$ cat src/gci_pkg.sv
// package: command codes, reset values, field layout and timing for the gci command block
package gci_pkg;
	// ========================================
	// monitor channel command codes
	localparam logic [7:0] CMD_GK_WR = 8'he8;
	localparam logic [7:0] CMD_GK_RD = 8'he9;
	localparam logic [7:0] CMD_RT_RD = 8'h4d;
	localparam logic [7:0] CMD_RT_RD_CLR = 8'h4f;
	localparam logic [7:0] CMD_MASK_WR = 8'h6c;
	localparam logic [7:0] CMD_MASK_RD = 8'h6d;
	localparam int CMD_RW_BIT = 0;
	localparam int CMD_CLR_BIT = 1;
	// ========================================
	// field layout and reset values
	localparam int GK_W = 4;
	localparam int GK_LSB = 0;
	localparam logic [3:0] GK_RESET = 4'h0;
	localparam logic [3:0] GK_RSVD_READ = 4'h0;
	localparam logic [7:0] MASK_RESET = 8'hff;
	localparam int CHANNELS = 4;
	localparam int CHAN_W = 2;
	localparam int SLOT_LSB = 1;
	localparam int SLOT_W = 3;
	localparam int COEF_MAX_BYTES = 14;
	localparam int IDX_W = 4;
	localparam int RAM_AW = CHAN_W + SLOT_W + IDX_W;
	// ========================================
	// timing
	localparam int CLK_PERIOD_NS = 20;
	localparam int MS_NS = 1000000;
	localparam int MS_CYCLES = MS_NS / CLK_PERIOD_NS;
	// ========================================
	// transfer states
	typedef enum logic [5:0] {
		ST_ADDR = 6'h01,
		ST_CMD = 6'h02,
		ST_DATA = 6'h04,
		ST_FETCH = 6'h08,
		ST_LOAD = 6'h10,
		ST_SEND = 6'h20
	} gci_state_type;
endpackage

$ cat src/gci_ram_if.sv
// interface: port bundle between the command core and its coefficient memory
`timescale 1ns/1ns
interface gci_ram_if #(
	parameter int AW = 9,
	parameter int DW = 8
);
	logic we;
	logic re;
	logic [AW-1:0] addr;
	logic [DW-1:0] wdata;
	logic [DW-1:0] rdata;
	modport ctrl (output we, output re, output addr, output wdata, input rdata);
	modport mem (input we, input re, input addr, input wdata, output rdata);
endinterface

$ cat src/gci_cmd_core.sv
// module: monitor channel command interpreter for line bits, masks and coefficient transfers
// Functional notes
// RL1 - commands e8 write, e9 read ground-key interval; command bit 0 selects read
// RL2 - four-bit interval 0-15 ms sets sampling period of the second line bit
// RL3 - controller writes upper interval bits as zero, never trusts their readback
// RL4 - reset clears the interval field to zero
// RL5 - 4d reads line bits keeping interrupt; 4f reads and clears it
// RL6 - one byte, two bits per channel, first bit low, channel 1 at bits 1-0
// RL7 - upper bit is second line input, or muxed hook bit when e1 mux enabled
// RL8 - same line bits also go to upstream c/i field
// RL9 - commands 6c write, 6d read the mask; command bit 0 selects read
// RL10 - one mask bit per line bit; only unmasked changes pull interrupt low
// RL11 - reset sets all eight mask bits to one
// RL12 - coefficient write carries 1 to 14 signed-digit data bytes loaded to store
// RL13 - coefficient read returns up to 14 signed-digit bytes upstream
// RL14 - upstream coefficient reply holds data bytes only, no command echo
// RL15 - downstream order is channel address, then command, then write data
// RL16 - coefficient read reaches every stored location for diagnostics
// RL17 - all commands and data travel on the monitor channel, not c/i
// RL18 - debounced first bit changes only after input stable for debounce period
// RL19 - interrupt stays low after unmasked change until a clearing read
`timescale 1ns/1ns
module gci_cmd_core #(
	parameter int MS_CYCLES = gci_pkg::MS_CYCLES,
	parameter int COEF_MAX = gci_pkg::COEF_MAX_BYTES
) (
	input wire logic clk_i,
	input wire logic rst_b_i,
	input wire logic mon_rx_valid_i,
	input wire logic [7:0] mon_rx_byte_i,
	input wire logic mon_rx_last_i,
	output logic mon_rx_ready_o,
	output logic mon_tx_valid_o,
	output logic [7:0] mon_tx_byte_o,
	output logic mon_tx_last_o,
	input wire logic mon_tx_ready_i,
	input wire logic [3:0] line_input_one_i,
	input wire logic [3:0] line_input_two_i,
	input wire logic [3:0] muxed_hook_bit_i,
	input wire logic e1_mux_enable_i,
	input wire logic [3:0] debounce_ms_i,
	output logic [7:0] ci_upstream_o,
	output logic coef_update_o,
	output logic int_b_o
);
	localparam int MSW = $clog2(MS_CYCLES + 1);
	localparam logic [3:0] COEF_LAST = 4'(COEF_MAX - 1);

	function automatic logic is_sop(input logic [7:0] c);
		is_sop = (c == gci_pkg::CMD_GK_WR) || (c == gci_pkg::CMD_GK_RD) ||
			(c == gci_pkg::CMD_RT_RD) || (c == gci_pkg::CMD_RT_RD_CLR) ||
			(c == gci_pkg::CMD_MASK_WR) || (c == gci_pkg::CMD_MASK_RD);
	endfunction

	// ========================================
	// pin synchronisers
	logic [3:0] one_s1_q, one_s2_q, two_s1_q, two_s2_q, mux_s1_q, mux_s2_q;
	always_ff @(posedge clk_i or negedge rst_b_i) begin
		if (!rst_b_i) begin
			one_s1_q <= 4'h0;
			one_s2_q <= 4'h0;
			two_s1_q <= 4'h0;
			two_s2_q <= 4'h0;
			mux_s1_q <= 4'h0;
			mux_s2_q <= 4'h0;
		end else begin
			one_s1_q <= line_input_one_i;
			one_s2_q <= one_s1_q;
			two_s1_q <= line_input_two_i;
			two_s2_q <= two_s1_q;
			mux_s1_q <= muxed_hook_bit_i;
			mux_s2_q <= mux_s1_q;
		end
	end

	// ========================================
	// millisecond enable
	logic [MSW-1:0] ms_cnt_q;
	logic ms_tick;
	assign ms_tick = (ms_cnt_q == MSW'(MS_CYCLES - 1));
	always_ff @(posedge clk_i or negedge rst_b_i) begin
		if (!rst_b_i) begin
			ms_cnt_q <= '0;
		end else if (ms_tick) begin
			ms_cnt_q <= '0;
		end else begin
			ms_cnt_q <= ms_cnt_q + 1'b1;
		end
	end

	// ========================================
	// debounce of the first line bit
	logic [3:0] db_q;
	logic [3:0][3:0] db_cnt_q;
	always_ff @(posedge clk_i or negedge rst_b_i) begin
		if (!rst_b_i) begin
			db_q <= 4'h0;
			db_cnt_q <= '0;
		end else begin
			for (int i = 0; i < gci_pkg::CHANNELS; i++) begin
				if (one_s2_q[i] == db_q[i]) begin
					db_cnt_q[i] <= 4'h0;
				end else if (db_cnt_q[i] >= debounce_ms_i) begin
					db_q[i] <= one_s2_q[i]; // RL18
					db_cnt_q[i] <= 4'h0;
				end else if (ms_tick) begin
					db_cnt_q[i] <= db_cnt_q[i] + 4'h1; // RL18
				end
			end
		end
	end

	// ========================================
	// sampling of the second line bit
	logic [3:0] gk_q;
	logic [3:0] gk_cnt_q;
	logic [3:0] sec_q;
	logic [3:0] sec_src;
	logic gk_strobe;
	assign sec_src = e1_mux_enable_i ? mux_s2_q : two_s2_q; // RL7
	assign gk_strobe = (gk_q == 4'h0) || (ms_tick && (gk_cnt_q >= gk_q - 4'h1)); // RL2
	always_ff @(posedge clk_i or negedge rst_b_i) begin
		if (!rst_b_i) begin
			gk_cnt_q <= 4'h0;
			sec_q <= 4'h0;
		end else if (gk_strobe) begin
			gk_cnt_q <= 4'h0;
			sec_q <= sec_src; // RL2
		end else if (ms_tick) begin
			gk_cnt_q <= gk_cnt_q + 4'h1;
		end
	end

	// ========================================
	// real-time byte and upstream c/i copy
	logic [7:0] rt;
	always_comb begin
		rt = 8'h00;
		for (int i = 0; i < gci_pkg::CHANNELS; i++) begin
			rt[2*i] = db_q[i]; // RL6
			rt[2*i+1] = sec_q[i]; // RL6 RL7
		end
	end

	logic [7:0] ci_q;
	always_ff @(posedge clk_i or negedge rst_b_i) begin
		if (!rst_b_i) begin
			ci_q <= 8'h00;
		end else begin
			ci_q <= rt; // RL8
		end
	end
	assign ci_upstream_o = ci_q;

	// ========================================
	// transfer state machine
	gci_pkg::gci_state_type state_q;
	logic [1:0] chan_q;
	logic [7:0] cmd_q;
	logic [3:0] idx_q;
	logic [3:0] last_idx_q;
	logic tx_valid_q, tx_last_q, upd_q;
	logic [7:0] tx_byte_q;
	logic rx_take, in_cmd, in_data, rt_clr, gk_wr, mask_wr, cop_wr;
	logic [7:0] mask_q;
	logic [7:0] sop_rd;
	gci_ram_if #(.AW(gci_pkg::RAM_AW), .DW(8)) ram ();

	assign mon_rx_ready_o = (state_q == gci_pkg::ST_ADDR) || in_cmd || in_data; // RL17
	assign rx_take = mon_rx_valid_i && mon_rx_ready_o;
	assign in_cmd = (state_q == gci_pkg::ST_CMD);
	assign in_data = (state_q == gci_pkg::ST_DATA);
	assign rt_clr = in_cmd && rx_take && (mon_rx_byte_i == gci_pkg::CMD_RT_RD_CLR) &&
		mon_rx_byte_i[gci_pkg::CMD_CLR_BIT]; // RL5
	assign gk_wr = in_data && rx_take && (cmd_q == gci_pkg::CMD_GK_WR); // RL1
	assign mask_wr = in_data && rx_take && (cmd_q == gci_pkg::CMD_MASK_WR); // RL9
	assign cop_wr = in_data && rx_take && !is_sop(cmd_q) && (idx_q <= COEF_LAST); // RL12

	always_comb begin
		case (mon_rx_byte_i)
			gci_pkg::CMD_GK_RD: sop_rd = {gci_pkg::GK_RSVD_READ, gk_q}; // RL1
			gci_pkg::CMD_MASK_RD: sop_rd = mask_q; // RL9
			default: sop_rd = rt; // RL5 RL6
		endcase
	end

	always_ff @(posedge clk_i or negedge rst_b_i) begin
		if (!rst_b_i) begin
			state_q <= gci_pkg::ST_ADDR;
			chan_q <= 2'h0;
			cmd_q <= 8'h00;
			idx_q <= 4'h0;
			last_idx_q <= 4'h0;
			tx_valid_q <= 1'b0;
			tx_last_q <= 1'b0;
			tx_byte_q <= 8'h00;
			upd_q <= 1'b0;
		end else begin
			upd_q <= 1'b0;
			case (state_q)
				gci_pkg::ST_ADDR: begin
					if (rx_take) begin
						chan_q <= mon_rx_byte_i[gci_pkg::CHAN_W-1:0]; // RL15
						if (!mon_rx_last_i) begin
							state_q <= gci_pkg::ST_CMD;
						end
					end
				end
				gci_pkg::ST_CMD: begin
					if (rx_take) begin
						cmd_q <= mon_rx_byte_i;
						idx_q <= 4'h0;
						if (!mon_rx_byte_i[gci_pkg::CMD_RW_BIT]) begin
							state_q <= mon_rx_last_i ? gci_pkg::ST_ADDR : gci_pkg::ST_DATA; // RL15
						end else if (is_sop(mon_rx_byte_i)) begin
							tx_byte_q <= sop_rd;
							tx_valid_q <= 1'b1;
							tx_last_q <= 1'b1;
							state_q <= gci_pkg::ST_SEND;
						end else begin
							last_idx_q <= COEF_LAST; // RL13
							state_q <= gci_pkg::ST_FETCH;
						end
					end
				end
				gci_pkg::ST_DATA: begin
					if (rx_take) begin
						if (idx_q <= COEF_LAST) begin
							idx_q <= idx_q + 4'h1;
						end
						if (mon_rx_last_i) begin
							upd_q <= !is_sop(cmd_q); // RL12
							state_q <= gci_pkg::ST_ADDR;
						end
					end
				end
				gci_pkg::ST_FETCH: begin
					state_q <= gci_pkg::ST_LOAD;
				end
				gci_pkg::ST_LOAD: begin
					tx_byte_q <= ram.rdata; // RL14 RL16
					tx_valid_q <= 1'b1;
					tx_last_q <= (idx_q == last_idx_q);
					state_q <= gci_pkg::ST_SEND;
				end
				gci_pkg::ST_SEND: begin
					if (mon_tx_ready_i) begin
						tx_valid_q <= 1'b0;
						tx_last_q <= 1'b0;
						if (tx_last_q) begin
							state_q <= gci_pkg::ST_ADDR;
						end else begin
							idx_q <= idx_q + 4'h1;
							state_q <= gci_pkg::ST_FETCH;
						end
					end
				end
				default: begin
					state_q <= gci_pkg::ST_ADDR;
				end
			endcase
		end
	end

	assign mon_tx_valid_o = tx_valid_q;
	assign mon_tx_byte_o = tx_byte_q;
	assign mon_tx_last_o = tx_last_q;
	assign coef_update_o = upd_q;

	// ========================================
	// coefficient store
	assign ram.we = cop_wr;
	assign ram.re = (state_q == gci_pkg::ST_FETCH);
	assign ram.addr = {chan_q, cmd_q[gci_pkg::SLOT_LSB +: gci_pkg::SLOT_W], idx_q}; // RL16
	assign ram.wdata = mon_rx_byte_i;

	gci_coef_ram #(.AW(gci_pkg::RAM_AW), .DW(8)) u_ram (
		.clk_i(clk_i),
		.rst_b_i(rst_b_i),
		.ram(ram.mem)
	);

	// ========================================
	// interval and mask registers
	always_ff @(posedge clk_i or negedge rst_b_i) begin
		if (!rst_b_i) begin
			gk_q <= gci_pkg::GK_RESET; // RL4
		end else if (gk_wr) begin
			gk_q <= mon_rx_byte_i[gci_pkg::GK_LSB +: gci_pkg::GK_W]; // RL2
		end
	end

	always_ff @(posedge clk_i or negedge rst_b_i) begin
		if (!rst_b_i) begin
			mask_q <= gci_pkg::MASK_RESET; // RL11
		end else if (mask_wr) begin
			mask_q <= mon_rx_byte_i; // RL9
		end
	end

	// ========================================
	// interrupt
	logic [7:0] rt_prev_q;
	logic rt_event, irq_q;
	assign rt_event = |((rt ^ rt_prev_q) & ~mask_q); // RL10
	always_ff @(posedge clk_i or negedge rst_b_i) begin
		if (!rst_b_i) begin
			rt_prev_q <= 8'h00;
			irq_q <= 1'b0;
		end else begin
			rt_prev_q <= rt;
			if (rt_event) begin
				irq_q <= 1'b1; // RL10 RL19
			end else if (rt_clr) begin
				irq_q <= 1'b0; // RL5
			end
		end
	end
	assign int_b_o = !irq_q;

	// ========================================
	// checks
	a_gk_write: assert property (@(posedge clk_i) disable iff (!rst_b_i) // RL1
		gk_wr |=> gk_q == $past(mon_rx_byte_i[3:0])) else $error("interval not written");
	a_gk_sample: assert property (@(posedge clk_i) disable iff (!rst_b_i) // RL2
		!gk_strobe |=> sec_q == $past(sec_q)) else $error("second bit moved between samples");
	a_gk_reset: assert property (@(posedge clk_i) disable iff (!rst_b_i) // RL4
		$rose(rst_b_i) |-> gk_q == 4'h0) else $error("interval not cleared by reset");
	a_rt_clear: assert property (@(posedge clk_i) disable iff (!rst_b_i) // RL5
		rt_clr && !rt_event |=> int_b_o) else $error("clearing read left interrupt");
	a_rt_keep: assert property (@(posedge clk_i) disable iff (!rst_b_i) // RL5
		in_cmd && rx_take && mon_rx_byte_i == 8'h4d && !int_b_o |=> !int_b_o)
		else $error("plain read cleared interrupt");
	a_rt_reply: assert property (@(posedge clk_i) disable iff (!rst_b_i) // RL6
		in_cmd && rx_take && mon_rx_byte_i == 8'h4d |=> mon_tx_valid_o && mon_tx_last_o &&
		mon_tx_byte_o == $past(rt)) else $error("real-time reply wrong");
	a_ci_mirror: assert property (@(posedge clk_i) disable iff (!rst_b_i) // RL8
		1'b1 |=> ci_upstream_o == $past(rt)) else $error("c/i copy wrong");
	a_mask_reset: assert property (@(posedge clk_i) disable iff (!rst_b_i) // RL11
		$rose(rst_b_i) |-> mask_q == 8'hff) else $error("mask not set by reset");
	a_masked_quiet: assert property (@(posedge clk_i) disable iff (!rst_b_i) // RL10
		int_b_o && !rt_event |=> int_b_o) else $error("interrupt without unmasked change");
	a_irq_hold: assert property (@(posedge clk_i) disable iff (!rst_b_i) // RL19
		rt_event |=> !int_b_o ##1 (!int_b_o || $past(rt_clr))) else $error("interrupt dropped");
	a_cop_len: assert property (@(posedge clk_i) disable iff (!rst_b_i) // RL13
		(state_q == gci_pkg::ST_SEND) && !is_sop(cmd_q) |-> idx_q <= 4'hd)
		else $error("coefficient reply too long");
	a_cop_first: assert property (@(posedge clk_i) disable iff (!rst_b_i) // RL14
		in_cmd && rx_take && mon_rx_byte_i[0] && !is_sop(mon_rx_byte_i) |=>
		!mon_tx_valid_o ##1 !mon_tx_valid_o ##1 mon_tx_valid_o && idx_q == 4'h0)
		else $error("coefficient reply timing wrong");
	a_db_stable: assert property (@(posedge clk_i) disable iff (!rst_b_i) // RL18
		debounce_ms_i != 4'h0 && $changed(db_q) |-> $past(db_cnt_q) != '0)
		else $error("debounce skipped");
endmodule

$ cat src/gci_coef_ram.sv
// module: coefficient memory with registered read data
`timescale 1ns/1ns
module gci_coef_ram #(
	parameter int AW = 9,
	parameter int DW = 8
) (
	input wire logic clk_i,
	input wire logic rst_b_i,
	gci_ram_if.mem ram
);
	logic [DW-1:0] mem_q [0:(1<<AW)-1];
	logic [DW-1:0] rdata_q;

	// ========================================
	// write port
	always_ff @(posedge clk_i) begin
		if (ram.we) begin
			mem_q[ram.addr] <= ram.wdata;
		end
	end

	// ========================================
	// read port
	always_ff @(posedge clk_i or negedge rst_b_i) begin
		if (!rst_b_i) begin
			rdata_q <= '0;
		end else if (ram.re) begin
			rdata_q <= mem_q[ram.addr];
		end
	end

	assign ram.rdata = rdata_q;
endmodule

$ cat config.mk
export PLATFORM = sky130hd
export DESIGN_NAME = gci_cmd_core
export DESIGN_NICKNAME = d
export VERILOG_FILES = /design/src/gci_pkg.sv /design/src/gci_ram_if.sv /design/src/gci_cmd_core.sv /design/src/gci_coef_ram.sv
export SDC_FILE = /design/constraint.sdc
export NUM_CORES = 2
export LEC_CHECK = 0
export ABC_AREA = 0
export BUFFER_PORTS_ARGS = -buffer_cell sky130_fd_sc_hd__buf_2
export CAP_MARGIN = 20
export CELL_PAD_IN_SITES_DETAIL_PLACEMENT = 1
export CELL_PAD_IN_SITES_GLOBAL_PLACEMENT = 1
export CORE_ASPECT_RATIO = 0.75
export CORE_MARGIN = 4
export CORE_UTILIZATION = 48
export CTS_CLUSTER_DIAMETER = 40
export DETAILED_ROUTE_END_ITERATION = 8
export MAX_ROUTING_LAYER = met4
export PLACE_DENSITY_LB_ADDON = 0.1
export SYNTH_ARGS = -nofsm -noshare
export SYNTH_HDL_FRONTEND = slang
export SYNTH_HIERARCHICAL = 1
export SYNTH_SLANG_ARGS = --single-unit
$ cat constraint.sdc
create_clock -name clk_i -period 5.1 [get_ports clk_i]
set_input_delay 0.51 -clock clk_i [delete_from_list [all_inputs] [get_ports clk_i]]
set_output_delay 0.51 -clock clk_i [all_outputs]
set_load 0.005 [all_outputs]
Yosys cells after proc, flatten, opt, wreduce, memory -nomap -nowiden

Memories as Yosys holds them, arrays and structs flattened. A register that Yosys moved wholly into a read port is not among the register bits.
Cells that the tools add are included.
Widths: inputs -> output; s select.

Input bits: 30
Word-level logic and storage cells: 186
Register bits: 121
Output and inout bits: 21
RAM bits: 4096
Memories kept: 1

Memory list:

| memory      | words | bits a word | read ports | clocked after Yosys merged registers in | wr ports | line               | source |
|---|---|---|---|---|---|---|---|
| u_ram.mem_q | 512   | 8           | 1          | 1                                       | 1        | gci_coef_ram.sv:11 | `logic [DW-1:0] mem_q [0:(1<<AW)-1];` |

Eq/ne operators: 34
Reduce and logical (&&, ||, !) cells: 48
Bitwise operators: 8
$lt $le $gt $ge: 6
Multiplexer cells: 51
Add/sub/neg operators: 8

Operator list:

| kind                  | number |
|---|---|
| $mux 4                | 21 |
| $eq 8x7->1 const B    | 8 |
| $mux 6                | 8 |
| $pmux 6 s6            | 1 |
| $eq 8x8->1 const B    | 4 |
| $pmux 8 s2            | 2 |
| $add 4x1->4 const B   | 6 |
| $mux 8                | 3 |
| $ge 4x4->1            | 5 |
| $reduce_bool 3->1     | 6 |
| $add 16x1->16 const B | 1 |
| $eq 16x16->1 const B  | 1 |
| $mux 16               | 1 |
| $ne 2x2->1 const B    | 8 |
| $logic_or 1x1->1      | 13 |
| $pmux 4 s3            | 1 |
| $reduce_and 2->1      | 6 |
| $reduce_and 6->1      | 2 |
| $mux 1                | 11 |
| $logic_and 1x1->1     | 10 |
| $and 8x8->8           | 1 |
| $not 8->8             | 1 |
| $reduce_and 4->1      | 2 |
| $reduce_or 8->1       | 1 |
| other kinds (19)      | 32 |

Depth between registers and ports, before layout

Depth after elaboration: 11
Gate-level depth with buffers: 14
Depth with buffers taken out: 8

By module

The synthesis kept the hierarchy.

Modules (own cells, without submodules):

| module       | times used | area an instance (µm²) | cells an instance |
|---|---|---|---|
| gci_coef_ram | 1          | 158733.5               | 7146 |
| gci_cmd_core | 1          | 5878.1                 | 530 |

Worst setup path before layout

Ideal clock, no wire load.

Kind: register to register
Start point: register idx_q[0]
End point: memory u_ram.mem_q[148][0], enable pin
Clock period less this slack: 3.138 ns
Slack: 1.962 ns
Data arrival time: 2.767 ns
Buffers on the path: 9
Cell stages (with the launch flop): 13
Path through: dfrtp_1 buf_6 buf_6 buf_6 buf_4 buf_4 buf_4 buf_2 buf_2 nor2_1 nand3_1 clkbuf_1 nor2_1

Cells in the longest elaborated chain, start to end: 4

Ends and longest elaborated chain:

| what                         | line                | source |
|---|---|---|
| start: declaration           | gci_cmd_core.sv:160 | `logic [3:0] idx_q;` |
| start signal: assignment     | gci_cmd_core.sv:229 | `idx_q <= idx_q + 4'h1;` |
| start signal: assignment     | gci_cmd_core.sv:253 | `idx_q <= idx_q + 4'h1;` |
| $le 4x4->1                   | gci_cmd_core.sv:177 | `assign cop_wr = in_data && rx_take && !is_sop(cmd_q) && (idx_q <= COEF_LAST);` |
| $logic_and 1x1->1            | gci_cmd_core.sv:177 |  |
| $mux 1                       | gci_coef_ram.sv:17  | `if (ram.we) begin` |
| $mux 1 (not written as such) | gci_coef_ram.sv:18  | `mem_q[ram.addr] <= ram.wdata;` |
| end: declaration             | gci_coef_ram.sv:11  |  |

Several ways; a longest one is shown, not always the timed one.

==> metrics.cfg <==
[sta]
hold_viol=0
fmax_mhz=201
finalSetupViolCount=0
tightest_slew_ns=1.24
maxSlewViolCount=0
layout_worst_path_cycle_share_pct=97.6
min_period_ns=4.98
rsz0062_at_grt=false
slew_headroom_pct=17.0
skew_ns=0.0478

[route]
drc=0
viasPerCell=6.51
dr.pass1.iters=5
vias=85800
drt_iter0_drc=12600
wl_per_cell_um=37.9
antenna_left=0
wl_mm=499

[power]
p_leak_uw=0.0608
p_per_area_nw_per_um2=544
ir_drop_mv=0.420
power.total_uw=104000

[worst_hold_path]
hold_class=in2reg
hold_depth=1
worstHoldEndpoint=u_ram/mem_q[70][6]
hp-start=mon_rx_byte_i[6]

[worst_setup_path]
ff2ff_path_depth=11
worstPathMaxFanout=27
critPathMaxStageDelay_ns=0.90
cp_cell_sequence=buf_12, buf_12, buf_4, mux4_2, mux2i_1, o22ai_1, o21ai_0, buf_4, nand4_1, nand4b_1, o32a_1
crit_slowest_cell=dfrtp_4
required_ns=5.91
end_kind=register
cp.arrival_ns=5.79
rrSetupSlack_ns=0.12
crit_type=reg2reg
r2r_end=u_ram/ram.rdata[3]
r2r-start=idx_q[0]
start_kind=register

[logic_synthesis]
yosysTopAreaCellShare_pct=74.7
yosys_warnings=6
ys_seq_elements=4225
synthFlopType=edfxtp_1
yosys.area.top_type=edfxtp_1
ys_async_sr_fraction_pct=3.05
synth_edf_count=4096
yosys-top-cells-area=edfxtp_1, mux4_2, mux2i_1
ys_types=74
synth_fp_nets=7736
synthesis.area_um2=165000
syn_inst=7676
syn-mean-instance-area_um2=21.4
yosysSeqAreaShare_pct=76.7

[grt]
grt_pass1_wl_mm=700
grt_pass1_vias=86000
grt_overflow=0
grt_max_degree=194
antenna_found_initial=33
grt_usage_pct=29.1

[finish]
fin_area_um2=191000
nNetsFinal=8329
area_growth_pct=15.9
drive_gt1_share_pct=28.6

[floorplan]
dieHeight_um=515
start_util_pct=48.4
die_width_um=684
coreArea_um2=340000
fp.dieArea_um2=352000
ios=51
rows=185

[run_status]
status=finished, final reports clean

[place]
hpwl_mm=313
port_buffers=50
place_congestion=0.880
place_area_um2=173000

[clock_network]
cts_root_buf=clkbuf_16
tritoncts=yes
path_clk_slew_ns=0.06
clk_path_buf_depth=4
h-tree-depth=6
insertion_delay_ns=0.94
cts_num_sinks=4225
cts_inserted_buffers=525

[job]
cap_violations=0

how the worst max path moves through the flow:
| stage | to | start |
|---|---|---|
| after floorplan | u_ram/mem_q[148][0] | idx_q[0] |
| after global placement | u_ram/ram.rdata[6] | idx_q[1] |
| after detailed placement | u_ram/ram.rdata[6] | idx_q[1] |
| after CTS | u_ram/ram.rdata[3] | idx_q[0] |
| after global routing | u_ram/mem_q[332][3] | state_q[3] |
| final | u_ram/ram.rdata[3] | idx_q[0] |
where the power goes:
part           leakage (uW)  internal (uW)  switching (uW)
registers            0.0384          38200             562
logic                0.0138          10600           16500
clock network       0.00859          23200           14800
per-stage QoR:
| step | instances | hold slack, ns | setup WS [ns] | TNS, ns | util [%] |
|---|---|---|---|---|---|
| 2_1_floorplan | 7676 | 0.214 | 1.96 | 0 | - |
| 3_3_place_gp | 12200 | 0.338 | -0.0543 | -0.0543 | 50.8 |
| 3_5_place_dp | 12200 | 0.337 | -0.0241 | -0.0241 | 50.8 |
| 4_1_cts | 13200 | 0.0363 | 0.126 | 0 | 56.1 |
| 5_1_grt | 13200 | 0.0530 | 0.0128 | 0 | 56.1 |
| 6_report | 13200 | 0.0792 | 0.121 | 0 | 56.1 |
critical path, delay by kind of cell (launching register included):
kind | cells | cell delay (ns)
muxes | 2 | 1.03
DFF | 1 | 0.90
AOI/OAI and AO/OA | 3 | 1.40
buffers and inverters | 4 | 1.08
and+or+nand+nor | 2 | 0.36
sequential cells by signal (all words and copies together), names as in the netlist, 6 cells and up:
signal and count:
cmd_q 8, db_cnt_q 16, mask_q 8, mon_tx_byte_o 8, ms_cnt_q 16, rt_prev_q 8, state_q 6, u_ram/mem_q 4096
u_ram/ram.rdata 8
cells in the mapped netlist (14+ instances only):
master / number
a21oi_1: 63
a22o_1: 14
a22oi_1: 131
a31oi_1: 20
and3_1: 16
buf_1: 30
buf_2: 174
buf_4: 37
buf_6: 25
clkbuf_1: 177
dfrtp_1: 120
edfxtp_1: 4096
ha_1: 30
inv_1: 17
mux2_2: 43
mux2i_1: 314
mux4_2: 1069
nand2_1: 178
nand2b_1: 17
nand3_1: 96
nand4_1: 36
nor2_1: 612
nor2b_1: 20
nor3_1: 28
o21ai_0: 58
o22ai_1: 32
xnor2_1: 26
xor2_1: 18
layout make-up:
class                      instances  area [um2]
fill                           28600      149000
sequential                      4225      126000
multi-input combinational       2988       36300
clock buffer                     614       14000
tap                             4488        5620
timing repair buffer             510        4760
clock inverter                   316        3670
inverter                          19        83.8
antenna                            9        22.5
timing repair:
item                                    in CTS  in global routing
gates resized for setup                      1                  2
hold buffers                                23                  0
endpoints found under the hold margin      218                  0
setup buffers                                0                  0
endpoints found under the setup margin       1                  2
kinds of logic (layout without fill, tap and decap cells):
family	Yosys count	count (layout)	share of synthesized area, %
compound gates	416	416	1.75
fa+ha+maj	30	30	0.228
simple gates	1065	1065	2.82
flops	4225	4225	76.7
mux	1433	1433	16.9
buf+inv	463	1459	1.39
other cells	0	9	0
xor+xnor	44	44	0.234
placed cells by master, fill, tap and decap left out, types with 14 or more instances in the layout:
master and instances:
clkbuf_1 62, inv_6 47, o21ai_0 55, ha_1 30, mux4_2 1069, buf_12 70, clkbuf_16 549, xor2_1 18
nor3_1 27, dfrtp_1 116, a31oi_1 20, edfxtp_1 4096, a22oi_1 131, clkinv_1 50, nand3_1 90, mux2i_1 314
buf_4 356, buf_2 41, and3_1 16, inv_1 16, a21oi_1 63, nand2_1 169, clkinvlp_4 34, bufinv_16 66
mux2_2 43, nor2b_1 14, clkinv_2 70, xnor2_1 26, clkinv_4 38, dlygate4sd3_1 23, nand2b_1 17, nand4_1 36
a22o_1 14, nor2_1 604, o22ai_1 32
per-layer routing:
| layer | vias up | track usage (%) | share of wire (%) |
|---|---|---|---|
| li1 | 33300 | - | - |
| met1 | 47100 | 45.1 | 44 |
| met2 | 4687 | 39.4 | 43 |
| met3 | 723 | 6.32 | 11 |
| met4 | 0 | 7.22 | 2.7 |
| met5 | - | - | 0 |
No activity file was read; power rests on OpenSTA's default activity.
